==> config.mk <==
export PLATFORM = sky130hd
export DESIGN_NAME = addr_gen
export DESIGN_NICKNAME = d
export VERILOG_FILES = /design/src/common/addr_gen_pkg.sv /design/src/rtl/addr_gen.sv
export SDC_FILE = /design/constraint.sdc
export NUM_CORES = 1
export LEC_CHECK = 0
export BUFFER_PORTS_ARGS = -buffer_cell sky130_fd_sc_hd__buf_4
export CORE_UTILIZATION = 61
export CTS_CLUSTER_DIAMETER = 60
export DETAILED_ROUTE_END_ITERATION = 12
export GPL_ROUTABILITY_DRIVEN = 0
export PLACE_DENSITY_LB_ADDON = 0.1
export SETUP_SLACK_MARGIN = 0.15
export SLEW_MARGIN = 40
export SYNTH_ARGS = -nofsm -noshare
export SYNTH_HDL_FRONTEND = slang
export SYNTH_SLANG_ARGS = --single-unit
export TNS_END_PERCENT = 10
==> constraint.sdc <==
create_clock -name i_core_clk -period 6.03 [get_ports i_core_clk]
set_input_delay 1.206 -clock i_core_clk [delete_from_list [all_inputs] [get_ports i_core_clk]]
set_output_delay 1.206 -clock i_core_clk [all_outputs]
set_load 0.03 [all_outputs]
==> src/common/addr_gen_pkg.sv <==
// Constants for the program counter, return stack and banked data addressing block
package addr_gen_pkg;
   // =====================================================================
   // Program address space
   localparam int          PC_W           = 12;
   localparam logic [11:0] PC_RESET       = 12'h0fff;
   localparam int          PAGE_LSB       = 9;
   localparam int          PAGE_W         = 3;
   localparam int          STACK_DEPTH    = 8;
   // =====================================================================
   // Data address space
   localparam int          DATA_W         = 8;
   localparam int          FIELD_W        = 5;
   localparam logic [4:0]  REG_INDIRECT   = 5'h00;
   localparam logic [4:0]  REG_PC_LOW     = 5'h02;
   localparam logic [4:0]  REG_STATUS     = 5'h03;
   localparam logic [4:0]  REG_POINTER    = 5'h04;
   localparam int          FIELD_SEMI_BIT = 4;
   localparam int          STATUS_PAGE_LSB = 5;
   localparam int          BANK_SEL_LSB   = 4;
   localparam int          BANK_SEL_W     = 3;
   localparam int          BLOCK_BIT      = 7;
   localparam logic [7:0]  POINTER_RESET  = 8'h00;
   localparam logic [2:0]  PAGE_RESET     = 3'h0;
   // Data address mode
   typedef enum logic [1:0] {MODE_INDIRECT, MODE_DIRECT, MODE_SEMI} addr_mode_e;
endpackage : addr_gen_pkg

==> src/rtl/addr_gen.sv <==
// Program counter, return stack and banked data address generator
`timescale 1ns/1ps
module addr_gen
#(
   parameter int STACK_N = addr_gen_pkg::STACK_DEPTH
)(
   input  wire logic                              i_core_clk,
   input  wire logic                              i_nrst,
   // Sequencing controls from instruction execute, one cycle per instruction
   input  wire logic                              i_step,
   input  wire logic                              i_jump,
   input  wire logic                              i_call,
   input  wire logic                              i_ret,
   input  wire logic [addr_gen_pkg::PC_W-1:0]     i_target,
   // Page and bank instructions
   input  wire logic                              i_page_load,
   input  wire logic [addr_gen_pkg::PAGE_W-1:0]   i_page_value,
   input  wire logic                              i_bank_load,
   input  wire logic [addr_gen_pkg::BANK_SEL_W-1:0] i_bank_value,
   // Register access from a data instruction
   input  wire logic [addr_gen_pkg::FIELD_W-1:0]  i_register_field,
   input  wire logic                              i_reg_write,
   input  wire logic [addr_gen_pkg::DATA_W-1:0]   i_reg_wdata,
   // Outputs
   output logic      [addr_gen_pkg::PC_W-1:0]     o_fetch_addr,
   output logic      [addr_gen_pkg::PAGE_W-1:0]   o_page_select_bits,
   output logic      [addr_gen_pkg::DATA_W-1:0]   o_data_pointer,
   output logic      [addr_gen_pkg::DATA_W-1:0]   o_reg_rdata,
   output logic                                   o_global_access,
   output logic      [addr_gen_pkg::DATA_W-1:0]   o_data_addr,
   output logic                                   o_stack_empty
);
   import addr_gen_pkg::*;

   // =====================================================================
   // Storage
   // Depth counter wide enough to hold a completely full stack
   localparam int      DEPTH_W = $clog2(STACK_N + 1);

   // Sequencing state
   logic [PC_W-1:0]    pc_q, pc_d;
   logic [PAGE_W-1:0]  page_q, page_d;
   logic [PC_W-1:0]    stack_q [STACK_N], stack_d [STACK_N];
   logic [DEPTH_W-1:0] depth_q, depth_d;
   logic               empty_q, empty_d;

   // Data pointer
   logic [DATA_W-1:0]  ptr_q, ptr_d;

   // Read path registers
   logic [DATA_W-1:0]  rdata_q, rdata_d;
   logic [DATA_W-1:0]  daddr_q, daddr_d;
   logic               glob_q, glob_d;

   // Decode results, combinational only
   addr_mode_e         mode;
   logic [DATA_W-1:0]  eff_addr;
   logic               eff_global;
   logic               pc_low_hit, ptr_hit;

   // =====================================================================
   // Address mode decode
   // Field zero names no register of its own; it only redirects through
   // the pointer, so it must be tested before the direct range
   always_comb
   begin
      if (i_register_field == REG_INDIRECT)
         mode = MODE_INDIRECT;
      else if (i_register_field[FIELD_SEMI_BIT])
         mode = MODE_SEMI;
      else
         mode = MODE_DIRECT;
   end

   // =====================================================================
   // Effective data address
   // The global bank is the only home of the special registers, so the
   // bank flag travels with the address to the data memory
   always_comb
   begin
      eff_addr   = '0;
      eff_global = 1'b0;
      case (mode)
         MODE_INDIRECT:
         begin
            // Pointers 00h-0Fh reach the global bank; bank 0 is out of
            // reach because its addresses coincide with the global ones
            eff_addr   = ptr_q;
            eff_global = (ptr_q[7:4] == 4'h0);
         end
         MODE_DIRECT:
         begin
            // The pointer plays no part here
            eff_addr   = {3'h0, i_register_field};
            eff_global = 1'b1;
         end
         MODE_SEMI:
         begin
            // Low pointer nibble is ignored; pointer bit 7 picks the block
            eff_addr   = {ptr_q[7:4], i_register_field[3:0]};
            eff_global = 1'b0;
         end
         default:
         begin
            eff_addr   = '0;
            eff_global = 1'b0;
         end
      endcase
      // Special registers live only in the global bank; 00h has no storage
      pc_low_hit = eff_global && (eff_addr[4:0] == REG_PC_LOW);
      ptr_hit    = eff_global && (eff_addr[4:0] == REG_POINTER);
   end

   // =====================================================================
   // Program counter and page field next state
   always_comb
   begin
      pc_d   = pc_q;
      page_d = page_q;
      // A page instruction only arms the upper bits for the next branch
      if (i_page_load)
         page_d = i_page_value;
      // Branches outrank a plain step: call, then return, then jump, then
      // a write to the counter low byte; only one of them takes effect
      if (i_call)
      begin
         // The target keeps its own bit 8; the page field gives the rest
         pc_d = {page_q, i_target[PAGE_LSB-1:0]};
      end
      else if (i_ret)
         pc_d = stack_q[0];
      else if (i_jump)
         pc_d = {page_q, i_target[PAGE_LSB-1:0]};
      else if (i_reg_write && pc_low_hit)
      begin
         // Bit 8 cannot be written, so a computed jump stays in the
         // lower half of the current page
         pc_d = {page_q, 1'b0, i_reg_wdata};
      end
      else if (i_step)
      begin
         // Plain binary count: page edges and the top address pass freely
         pc_d = PC_W'(pc_q + 12'h001);
      end
   end

   // =====================================================================
   // Return stack next state
   // The stack moves as a whole shift register, so no port into it exists
   // anywhere in the data address space
   always_comb
   begin
      depth_d = depth_q;
      for (int k = 0; k < STACK_N; k++)
         stack_d[k] = stack_q[k];
      if (i_call)
      begin
         // Newest return address on top; a call beyond the depth pushes
         // the oldest entry off the bottom without warning
         for (int k = STACK_N - 1; k > 0; k--)
            stack_d[k] = stack_q[k-1];
         stack_d[0] = PC_W'(pc_q + 12'h001);
         if (depth_q < DEPTH_W'(STACK_N))
            depth_d = DEPTH_W'(depth_q + 1'b1);
      end
      else if (i_ret)
      begin
         // Popping an empty stack repeats the bottom entry: there is no
         // underflow trap, so software must keep calls and returns paired
         for (int k = 0; k < STACK_N - 1; k++)
            stack_d[k] = stack_q[k+1];
         if (depth_q != '0)
            depth_d = DEPTH_W'(depth_q - 1'b1);
      end
      // Emptiness is registered so that the flag leaves a flip-flop
      empty_d = (depth_d == '0);
   end

   // =====================================================================
   // Data pointer next state
   // A full write beats a bank-select in the same cycle; bank-select never
   // touches bit 7 or the low nibble, so it cannot change block
   always_comb
   begin
      ptr_d = ptr_q;
      if (i_reg_write && ptr_hit)
         ptr_d = i_reg_wdata;
      else if (i_bank_load)
         ptr_d[BANK_SEL_LSB +: BANK_SEL_W] = i_bank_value;
   end

   // =====================================================================
   // Registered read data and access address
   // Only the counter low byte, the pointer and the page field live here;
   // every other address reads zero and is answered by the data memory,
   // which the execute logic addresses from the registered address
   always_comb
   begin
      rdata_d = '0;
      if (pc_low_hit)
         rdata_d = pc_q[7:0];
      else if (ptr_hit)
         rdata_d = ptr_q;
      else if (eff_global && (eff_addr[4:0] == REG_STATUS))
         rdata_d = {page_q, 5'h00};
      // Data memory registers are eight bits wide, one per address
      daddr_d = eff_addr;
      glob_d  = eff_global;
   end

   // =====================================================================
   // Program counter and page field registers
   // Reset starts execution at the top program word
   always_ff @(posedge i_core_clk or negedge i_nrst)
   begin
      if (!i_nrst)
      begin
         pc_q   <= PC_RESET;
         page_q <= PAGE_RESET;
      end
      else
      begin
         pc_q   <= pc_d;
         page_q <= page_d;
      end
   end

   // =====================================================================
   // Return stack registers
   always_ff @(posedge i_core_clk or negedge i_nrst)
   begin
      if (!i_nrst)
      begin
         depth_q <= '0;
         empty_q <= 1'b1;
         for (int k = 0; k < STACK_N; k++)
            stack_q[k] <= '0;
      end
      else
      begin
         depth_q <= depth_d;
         empty_q <= empty_d;
         for (int k = 0; k < STACK_N; k++)
            stack_q[k] <= stack_d[k];
      end
   end

   // =====================================================================
   // Data pointer register
   always_ff @(posedge i_core_clk or negedge i_nrst)
   begin
      if (!i_nrst)
         ptr_q <= POINTER_RESET;
      else
         ptr_q <= ptr_d;
   end

   // =====================================================================
   // Read path registers
   // The read answer and address follow the field one cycle later
   always_ff @(posedge i_core_clk or negedge i_nrst)
   begin
      if (!i_nrst)
      begin
         rdata_q <= '0;
         daddr_q <= '0;
         glob_q  <= 1'b0;
      end
      else
      begin
         rdata_q <= rdata_d;
         daddr_q <= daddr_d;
         glob_q  <= glob_d;
      end
   end

   // =====================================================================
   // Outputs, all from flip-flops
   assign o_fetch_addr       = pc_q;
   assign o_page_select_bits = page_q;
   assign o_data_pointer     = ptr_q;
   assign o_reg_rdata        = rdata_q;
   assign o_data_addr        = daddr_q;
   assign o_global_access    = glob_q;
   // Every output is a register, so the execute logic sees no glitches
   assign o_stack_empty      = empty_q;
   // Data RAM itself sits with the execute logic, addressed by o_data_addr.
endmodule : addr_gen

Yosys cells after proc, flatten, opt, wreduce, memory -nomap -nowiden
Index checks and enable logic that the tools add are counted.
{"block": "totals", "regBits": 141, "in_bits": 40, "output_inout_bits": 41, "wordCells": 59}
{"block": "classes", "add_sub_neg": 3, "order_cmp": 1, "n_eq_ne": 5, "muxes": 20, "reduce_logical": 13}
{"operator": "$mux W84", "n": 2}
{"operator": "$mux W12", "n": 5}
{"operator": "$mux W8", "n": 3}
{"operator": "$pmux W8 S3", "n": 1}
{"operator": "$mux W4", "n": 4}
{"operator": "$add A12 B1 Y12 const B", "n": 1}
{"operator": "$eq A5 B2 Y1 const B", "n": 2}
{"operator": "$logic_not A4 Y1", "n": 2}
{"operator": "$mux W3", "n": 2}
{"operator": "$eq A5 B3 Y1 const B", "n": 1}
{"operator": "$logic_and A1 B1 Y1", "n": 5}
{"operator": "$logic_not A5 Y1", "n": 1}
{"operator": "$reduce_bool A5 Y1", "n": 1}
{"operator": "$add A4 B1 Y4 const B", "n": 1}
{"operator": "$lt A4 B4 Y1 const B", "n": 1}
{"operator": "$mux W2", "n": 2}
{"operator": "$reduce_bool A2 Y1", "n": 2}
{"operator": "$reduce_bool A4 Y1", "n": 1}
{"operator": "$sub A4 B1 Y4 const B", "n": 1}
{"operator": "$eq A2 B1 Y1 const B", "n": 1}
{"operator": "$eq A2 B2 Y1 const B", "n": 1}
{"operator": "$logic_not A2 Y1", "n": 1}
{"operator": "$pmux W1 S2", "n": 1}

Longest topological paths before layout
Gate-level depths: netlist of the first run.
{"block": "logic_depth", "ltp_word": 11, "ltp_mapped": 8}

Worst setup path before layout of the first run
Ideal clock, no wire load.
{"block": "synth_path", "path_kind": "in2reg", "startpoint": "input i_register_field[0] (netlist bit)", "endpoint": "register ptr_q[0] (netlist: o_data_pointer[0])", "t_arrival_ns": 2.611, "t_required_ns": 5.905, "path_slack_ns": 3.294, "path_stages": 7, "n_path_buf": 1, "cell_sequence": "nor3_1 > a31oi_1 > nand2_2 > nor3_4 > and2_4 > buf_12 > mux2_4"}
{"block": "synth_between", "elab_chain_len": 7}
{"element": "start: declaration", "line_no": "addr_gen.sv:21", "source": "input wire logic [addr_gen_pkg::FIELD_W-1:0] i_register_field,"}
{"element": "$logic_not A5 Y1", "line_no": "addr_gen.sv:67", "source": "if (i_register_field == REG_INDIRECT)"}
{"element": "$mux W2", "line_no": "addr_gen.sv:67"}
{"element": "$eq A2 B2 Y1, or another cell as far along", "line_no": "addr_gen.sv:83", "source": "case (mode)"}
{"element": "$pmux W8 S3", "line_no": "addr_gen.sv:83"}
{"element": "$eq A5 B3 Y1", "line_no": "addr_gen.sv:111", "source": "ptr_hit = eff_global && (eff_addr[4:0] == REG_POINTER);"}
{"element": "$logic_and A1 B1 Y1 *", "line_no": "addr_gen.sv:111"}
{"element": "$logic_and A1 B1 Y1 *", "line_no": "addr_gen.sv:186", "source": "if (i_reg_write && ptr_hit)"}
{"element": "end signal: assignment", "line_no": "addr_gen.sv:255", "source": "ptr_q <= ptr_d;"}
{"element": "end: declaration", "line_no": "addr_gen.sv:48", "source": "logic [DATA_W-1:0] ptr_q, ptr_d;"}
Mark *: on every way between the ends. The rest lies on a longest branch, timed or not.
A chain may end at the register's enable or synchronous reset.

Worst setup path after layout of the first run
{"block": "layout_path", "startpoint": "input i_register_field[4] (netlist bit)", "endpoint": "register pc_q[11] (netlist: o_fetch_addr[11])"}
{"block": "layout_between", "elab_chain_len": 11}
{"element": "$logic_not A5 Y1 or $mux W2 (tied branches)", "line_no": "addr_gen.sv:67, addr_gen.sv:69"}
{"element": "$mux W2", "line_no": "addr_gen.sv:67"}
{"element": "$eq A2 B2 Y1, or another cell as far along", "line_no": "addr_gen.sv:83"}
{"element": "$pmux W8 S3", "line_no": "addr_gen.sv:83"}
{"element": "$eq A5 B2 Y1", "line_no": "addr_gen.sv:110", "source": "pc_low_hit = eff_global && (eff_addr[4:0] == REG_PC_LOW);"}
{"element": "$logic_and A1 B1 Y1 *", "line_no": "addr_gen.sv:110"}
{"element": "$logic_and A1 B1 Y1 *", "line_no": "addr_gen.sv:134", "source": "else if (i_reg_write && pc_low_hit)"}
{"element": "$mux W12", "line_no": "addr_gen.sv:134"}
{"element": "$mux W12", "line_no": "addr_gen.sv:132", "source": "else if (i_jump)"}
{"element": "$mux W12", "line_no": "addr_gen.sv:130", "source": "else if (i_ret)"}
{"element": "$mux W12", "line_no": "addr_gen.sv:125", "source": "if (i_call)"}
{"element": "end signal: assignment", "line_no": "addr_gen.sv:223", "source": "pc_q <= pc_d;"}
{"element": "end: declaration", "line_no": "addr_gen.sv:41", "source": "logic [PC_W-1:0] pc_q, pc_d;"}
Marks and branches as above.

==> impl_metrics.toml, run 1 <==
[sta]
hold_viol_final = 0
drv_slew = 0
fmax_ghz = 0.339
worst_pin_slew_ns = 0.774
fin_crit_ns = 2.95
slew_headroom_pct = 48.3
fin_tns_setup_ns = 0
setup_viol = 0
min_period_over_period_pct = 49.0
rsz0062_at_grt = "no"
worst_slack_ns = 3.08
fin_worst_skew_ns = 0.00602

[yosys]
synthTopCellsByArea = "dfrtp_1 47%, mux2i_1 13%, o21ai_0 6.6%"
yosysSeqAreaShare_pct = 52.1
yosys_warnings = 0
ys.flop_type = "dfrtp_1"
postSynthAreaPerCell_um2 = 10.5
synth_xor_area_share_pct = 1.55
yosys.area_share.simple_pct = 10.2
syn-cell-area_um2 = 6800
ys_types = 50
synth_seq_cells = 141
synth_edf_count = 0
synth_top_family_by_area = "multiplexers"
synth.top_cell.area_share_pct = 47.1
synth_top_area_cell = "dfrtp_1"
synthArstFlopShare_pct = 100
synthAdderAreaFrac_pct = 0.552
synth.area.mux_share_pct = 18.1
postSynthNetCount = 689
synth_compound_area_share_pct = 14.0
synthCells = 646

[setup_path]
cp_max_fo = 23
cp.arrival_ns = 3.42
crit_type = "in2reg"
startpoint_type = "input pin"
max_stage_delay_ns = 0.61
crit_slowest_cell = "nand2_1"
rr_worst_depth = 6
crit_required_ns = 6.50
crit_chain = "buf_4 > nor3_1 > a21oi_1 > a41oi_2 > nand2_1 > o211ai_1 > o21a_1"
critPathCaptureType = "flop"

[hold_path]
hp-class = "reg2reg"
hold_depth = 1

[floorplanning]
die-width_um = 108
core_area_um2 = 10800
rows = 38
die_h_um = 108
dieArea_um2 = 11600
initial_core_util_pct = 62.7
ioPinCount = 81

[global_route]
grt_max_degree = 88
grt_pass1_wl_um = 23800
grt-ovfl-total = 0
grtUsageTotal_pct = 26.8
antenna_found_initial = 0
first_global_vias = 4944

[clock_network]
cts_buffer_depth = 2
hold_buffers = 0
post_cts_buffers = 0
cts_resized = 0
clk_latency_ns = 0.53
cts_tree = "done"
numCtsBuffers = 17
cts.sinks = 141
ctsHtreeMaxLevel = 4
root_buffer = "clkbuf_8"
clk_pin_slew_ns = 0.06

[place]
pre_cts_ws_ns = 2.60
place_hpwl_um = 9350
port_buffers = 77

[routing]
drcViolationCount = 0
drt-pass1-iter-count = 5
via_per_inst = 5.93
drt_iter0_drc = 386
postRouteWirelength_um = 14400
wl_per_cell_um = 16.9
antenna_left = 0
vias = 5080

[pwr]
power_leakage_uw = 0.00375
ir_drop_mv = 0.246
power_density_nw_per_um2 = 353

[layout]
multi_input_area_um2 = 3020
layout_commonest_cell = "dfrtp_1"
final_nets = 748
diodes = 0
ff_latch_area_um2 = 3540
areaGrowthSynthToFinish_pct = 17.5
mostFrequentLayoutCells = "128 x dfrtp_1, 94 x nand2_1, 90 x o21ai_0, 85 x mux2i_1, 79 x buf_4"
fill_cells = 776
layout-drive-gt1-share_pct = 23.2

[status]
status = "finished, final reports clean"

[flow_run]
cap_violations = 0
-- critical path, delay by kind of cell --
kind / cells / cell delay (ns)
and+or+nand+nor: 2 / 0.91
buffers and inverters: 1 / 0.14
AOI/OAI and AO/OA: 4 / 1.17
-- synth_stat cells, drive strengths merged (5+ instances only) --
cell type	count
a21oi	23
a22oi	8
xor2	5
nor3	8
dfstp	13
inv	15
o21ai	90
nand3	6
mux2i	85
nand2	95
nor2b	12
a211oi	6
buf	14
clkbuf	27
dfrtp	128
xnor2	7
a31oi	12
a22o	5
mux2	31
nor2	22
-- report_power, final --
group          switching (uW)  internal (uW)
sequential                165           1130
clock                     394            615
combinational             281            239
-- stage by stage --
stage	total power, uW	hold WS (ns)	cells	utilization, %	instance area [um2]
after floorplan	1630	0.456	646	-	6800
after global placement	1790	0.479	826	68.4	7410
after detailed placement	1820	0.499	826	68.4	7410
after CTS	2840	0.513	856	73.7	7990
after global routing	2960	0.529	856	73.7	7990
final	2820	0.509	856	73.7	7990
-- layer usage --
layer	vias up	wire [um]	GRT usage, %
li1	2395	-	-
met3	31	674	5.08
met1	2507	6250	33.9
met5	-	0	0
met2	147	7140	44.4
met4	0	376	12.7
-- sequential cells by signal, summed over array words and instances (netlist names) --
register and count:
stack_q 96, o_fetch_addr 12, o_data_addr 8, o_data_pointer 8
o_reg_rdata 8, depth_q 4, o_page_select_bits 3, o_global_access 1
o_stack_empty 1
-- kinds of logic (layout without fill, tap and decap cells) --
logic type      after synthesis  count (layout)
compound gates              161             161
simple gates                156             156
flops                       141             141
mux                         116             116
buf+inv                      57             127
xor+xnor                     12              12
fa+ha+maj                     3               3
-- final timing paths --
| kind | startpoint | slack (ns) | endpoint |
|---|---|---|---|
| setup / recovery | i_register_field[4] | 3.08 | o_fetch_addr[11] |
| hold / removal | stack_q[9] | 0.51 | stack_q[9] |
| setup reg to reg | o_data_pointer[6] | 3.18 | o_fetch_addr[8] |
| hold reg to reg | stack_q[9] | 0.51 | stack_q[9] |
| max in group asynchronous | i_nrst | 4.12 | stack_q[76] |
| min in group asynchronous | i_nrst | 0.73 | o_data_addr[3] |
-- area by class of cell --
type | instances | area share [%]
Clock buffer | 20 | 5.70
Inverter | 16 | 0.752
Tap cell | 140 | 2.19
Multi-Input combinational cell | 448 | 37.8
Sequential cell | 141 | 44.4
Clock inverter | 10 | 1.46
Timing Repair Buffer | 81 | 7.74
Note: power is estimated with default switching activity, not from simulation.
==> inputs of run 2 (changes only) <==
--- a/config.mk
+++ b/config.mk
@@ -6,7 +6,7 @@
 export NUM_CORES = 1
 export LEC_CHECK = 0
 export BUFFER_PORTS_ARGS = -buffer_cell sky130_fd_sc_hd__buf_4
-export CORE_UTILIZATION = 61
+export CORE_UTILIZATION = 53
 export CTS_CLUSTER_DIAMETER = 60
 export DETAILED_ROUTE_END_ITERATION = 12
 export GPL_ROUTABILITY_DRIVEN = 0
==> constraint.sdc (replaced) <==
create_clock -name i_core_clk -period 2.4 [get_ports i_core_clk]
set_input_delay 0.48 -clock i_core_clk [delete_from_list [all_inputs] [get_ports i_core_clk]]
set_output_delay 0.48 -clock i_core_clk [all_outputs]
set_load 0.03 [all_outputs]
==> run 2 against run 1 <==
- non-clock buffer count increased by 9
- wire length shrank 1.6%
- clock-buffer cell count up 6
- cell count rose by 5.0%
- worst setup slack worse by 2.9 ns
- clock skew increased by 0.00087 ns
- critical path depth unchanged
- via count decreased by 2.3%
- largest cell class unchanged
- largest power group unchanged
==> impl_metrics.toml, run 2 (synthesis gave the netlist of run 1 again) <==
[status]
status = "finished, final reports clean"

[layout]
areaGrowthSynthToFinish_pct = 20.4
fill_cells = 1006
final_nets = 757
regMostFlops = "stack_q"
diodes = 0
fin_cells = 899
final_cell_area_um2 = 8190
mostFrequentLayoutCells = "126 x dfrtp_1, 94 x nand2_1, 90 x o21ai_0, 85 x mux2i_1, 85 x buf_4"
layout_commonest_cell = "dfrtp_1"
layout-drive-gt1-share_pct = 23.9
largest_register_ffs = 96

[sta]
fmax_ghz = 0.441
fin_worst_skew_ns = 0.00689
hold_viol_final = 0
setup_viol = 0
drv_slew = 0
slew_headroom_pct = 46.9
worst_pin_slew_ns = 0.796
min_period_over_period_pct = 94.5
rsz0062_at_grt = "yes"
fin_tns_setup_ns = 0
fin_crit_ns = 2.27

[global_route]
grt-ovfl-total = 0
first_global_vias = 4894
grt_max_degree = 158
grt_pass1_wl_um = 23600
antenna_found_initial = 0
grtUsageTotal_pct = 23.2

[routing]
drcViolationCount = 0
wl_per_cell_um = 15.8
antenna_left = 0
vias = 4961
drt-pass1-iter-count = 4
drt_iter0_drc = 396
postRouteWirelength_um = 14200
via_per_inst = 5.52

[setup_path]
rr_worst_depth = 7
crit_type = "reg2reg"
r2r_start = "o_data_pointer[5]"
reg2reg_to = "o_data_pointer[5]"
max_stage_delay_ns = 0.55
path_buf_inv = 1
crit_family = "simple AND/OR/NAND/NOR gates"
r2r_slack_ns = 0.13
cp.arrival_ns = 2.57
crit_chain = "or4_4 > a31oi_4 > buf_4 > nand2_2 > nor3_4 > and2_4 > mux2_4"
critPathCaptureType = "flop"
startpoint_type = "flop"
crit_slowest_cell = "or4_4"
crit_required_ns = 2.70
cp_max_fo = 8

[clock_network]
post_cts_buffers = 0
cts_tree = "done"
ctsHtreeMaxLevel = 4
root_buffer = "clkbuf_16"
clk_latency_ns = 0.42
cts.sinks = 141
clk_pin_slew_ns = 0.05
cts_buffer_depth = 2
numCtsBuffers = 17

[floorplanning]
dieArea_um2 = 13300
die-width_um = 115
core_area_um2 = 12600
initial_core_util_pct = 54.1
ioPinCount = 81
rows = 41
die_h_um = 115

[pwr]
power_density_nw_per_um2 = 884
ir_drop_mv = 0.693
power_leakage_uw = 0.00383

[place]
place_hpwl_um = 9540
dp_cells = 867
port_buffers = 77
placed_area_um2 = 7570

[flow_run]
cap_violations = 0

[hold_path]
hp-class = "in2async"
## run 2: repair_timing
action                     in CTS  in global routing
resized for setup               1                  0
hold buffers                    0                  0
setup endpoints to repair       6                 16
## run 2: how the worst max path moves through the flow
stage | start | to | depth (start not counted)
final | o_data_pointer[5] | o_data_pointer[5] | 7
after global placement | i_register_field[0] | o_fetch_addr[4] | 7
after global routing | o_data_pointer[6] | o_data_pointer[1] | 7
after detailed placement | i_register_field[0] | o_fetch_addr[5] | 7
after CTS | o_data_pointer[5] | o_data_pointer[5] | 7
after floorplan | o_data_pointer[5] | o_data_pointer[5] | 7
## run 2: area by class of cell
class,instances,area [um2],area share (%)
clock buffers,26,499,6.10
clock inverters,6,108,1.31
inverters,16,60.1,0.734
multi-input cells,448,3030,37.0
flip-flops and latches,141,3550,43.3
well taps,172,215,2.63
repair buffers,90,729,8.91
## run 2: through the flow
step                hold WS [ns]  setup slack (ns)  total power [uW]  utilization, %
detailed placement         0.484             0.103              4610            60.2
finish                    0.0251             0.133              7240            65.1
floorplan                  0.184            0.0685              4100               -
global placement           0.479             0.137              4530            60.2
global route              0.0631            0.0561              7590            65.1
CTS                       0.0406             0.134              7300            65.1
## run 2: worst reg2reg max path: stages (launching register included)
cell and delay (ns):
dfrtp_2 0.43, or4_4 0.55, a31oi_4 0.23, buf_4 0.17
nand2_2 0.06, nor3_4 0.14, and2_4 0.27, mux2_4 0.32
## run 2: power by group
part	switching [uW]	internal, uW
sequential	402	2840
combinational	708	622
clock	924	1740
total	2030	5200
## run 2: per-layer routing
| metal | GRT usage (%) | wire, um | up-vias |
|---|---|---|---|
| met1 | 29.8 | 6430 | 2397 |
| met2 | 37.3 | 6800 | 123 |
| met3 | 5.01 | 599 | 30 |
| met4 | 11.6 | 391 | 0 |
| li1 | - | - | 2411 |
| met5 | 0 | 0 | - |
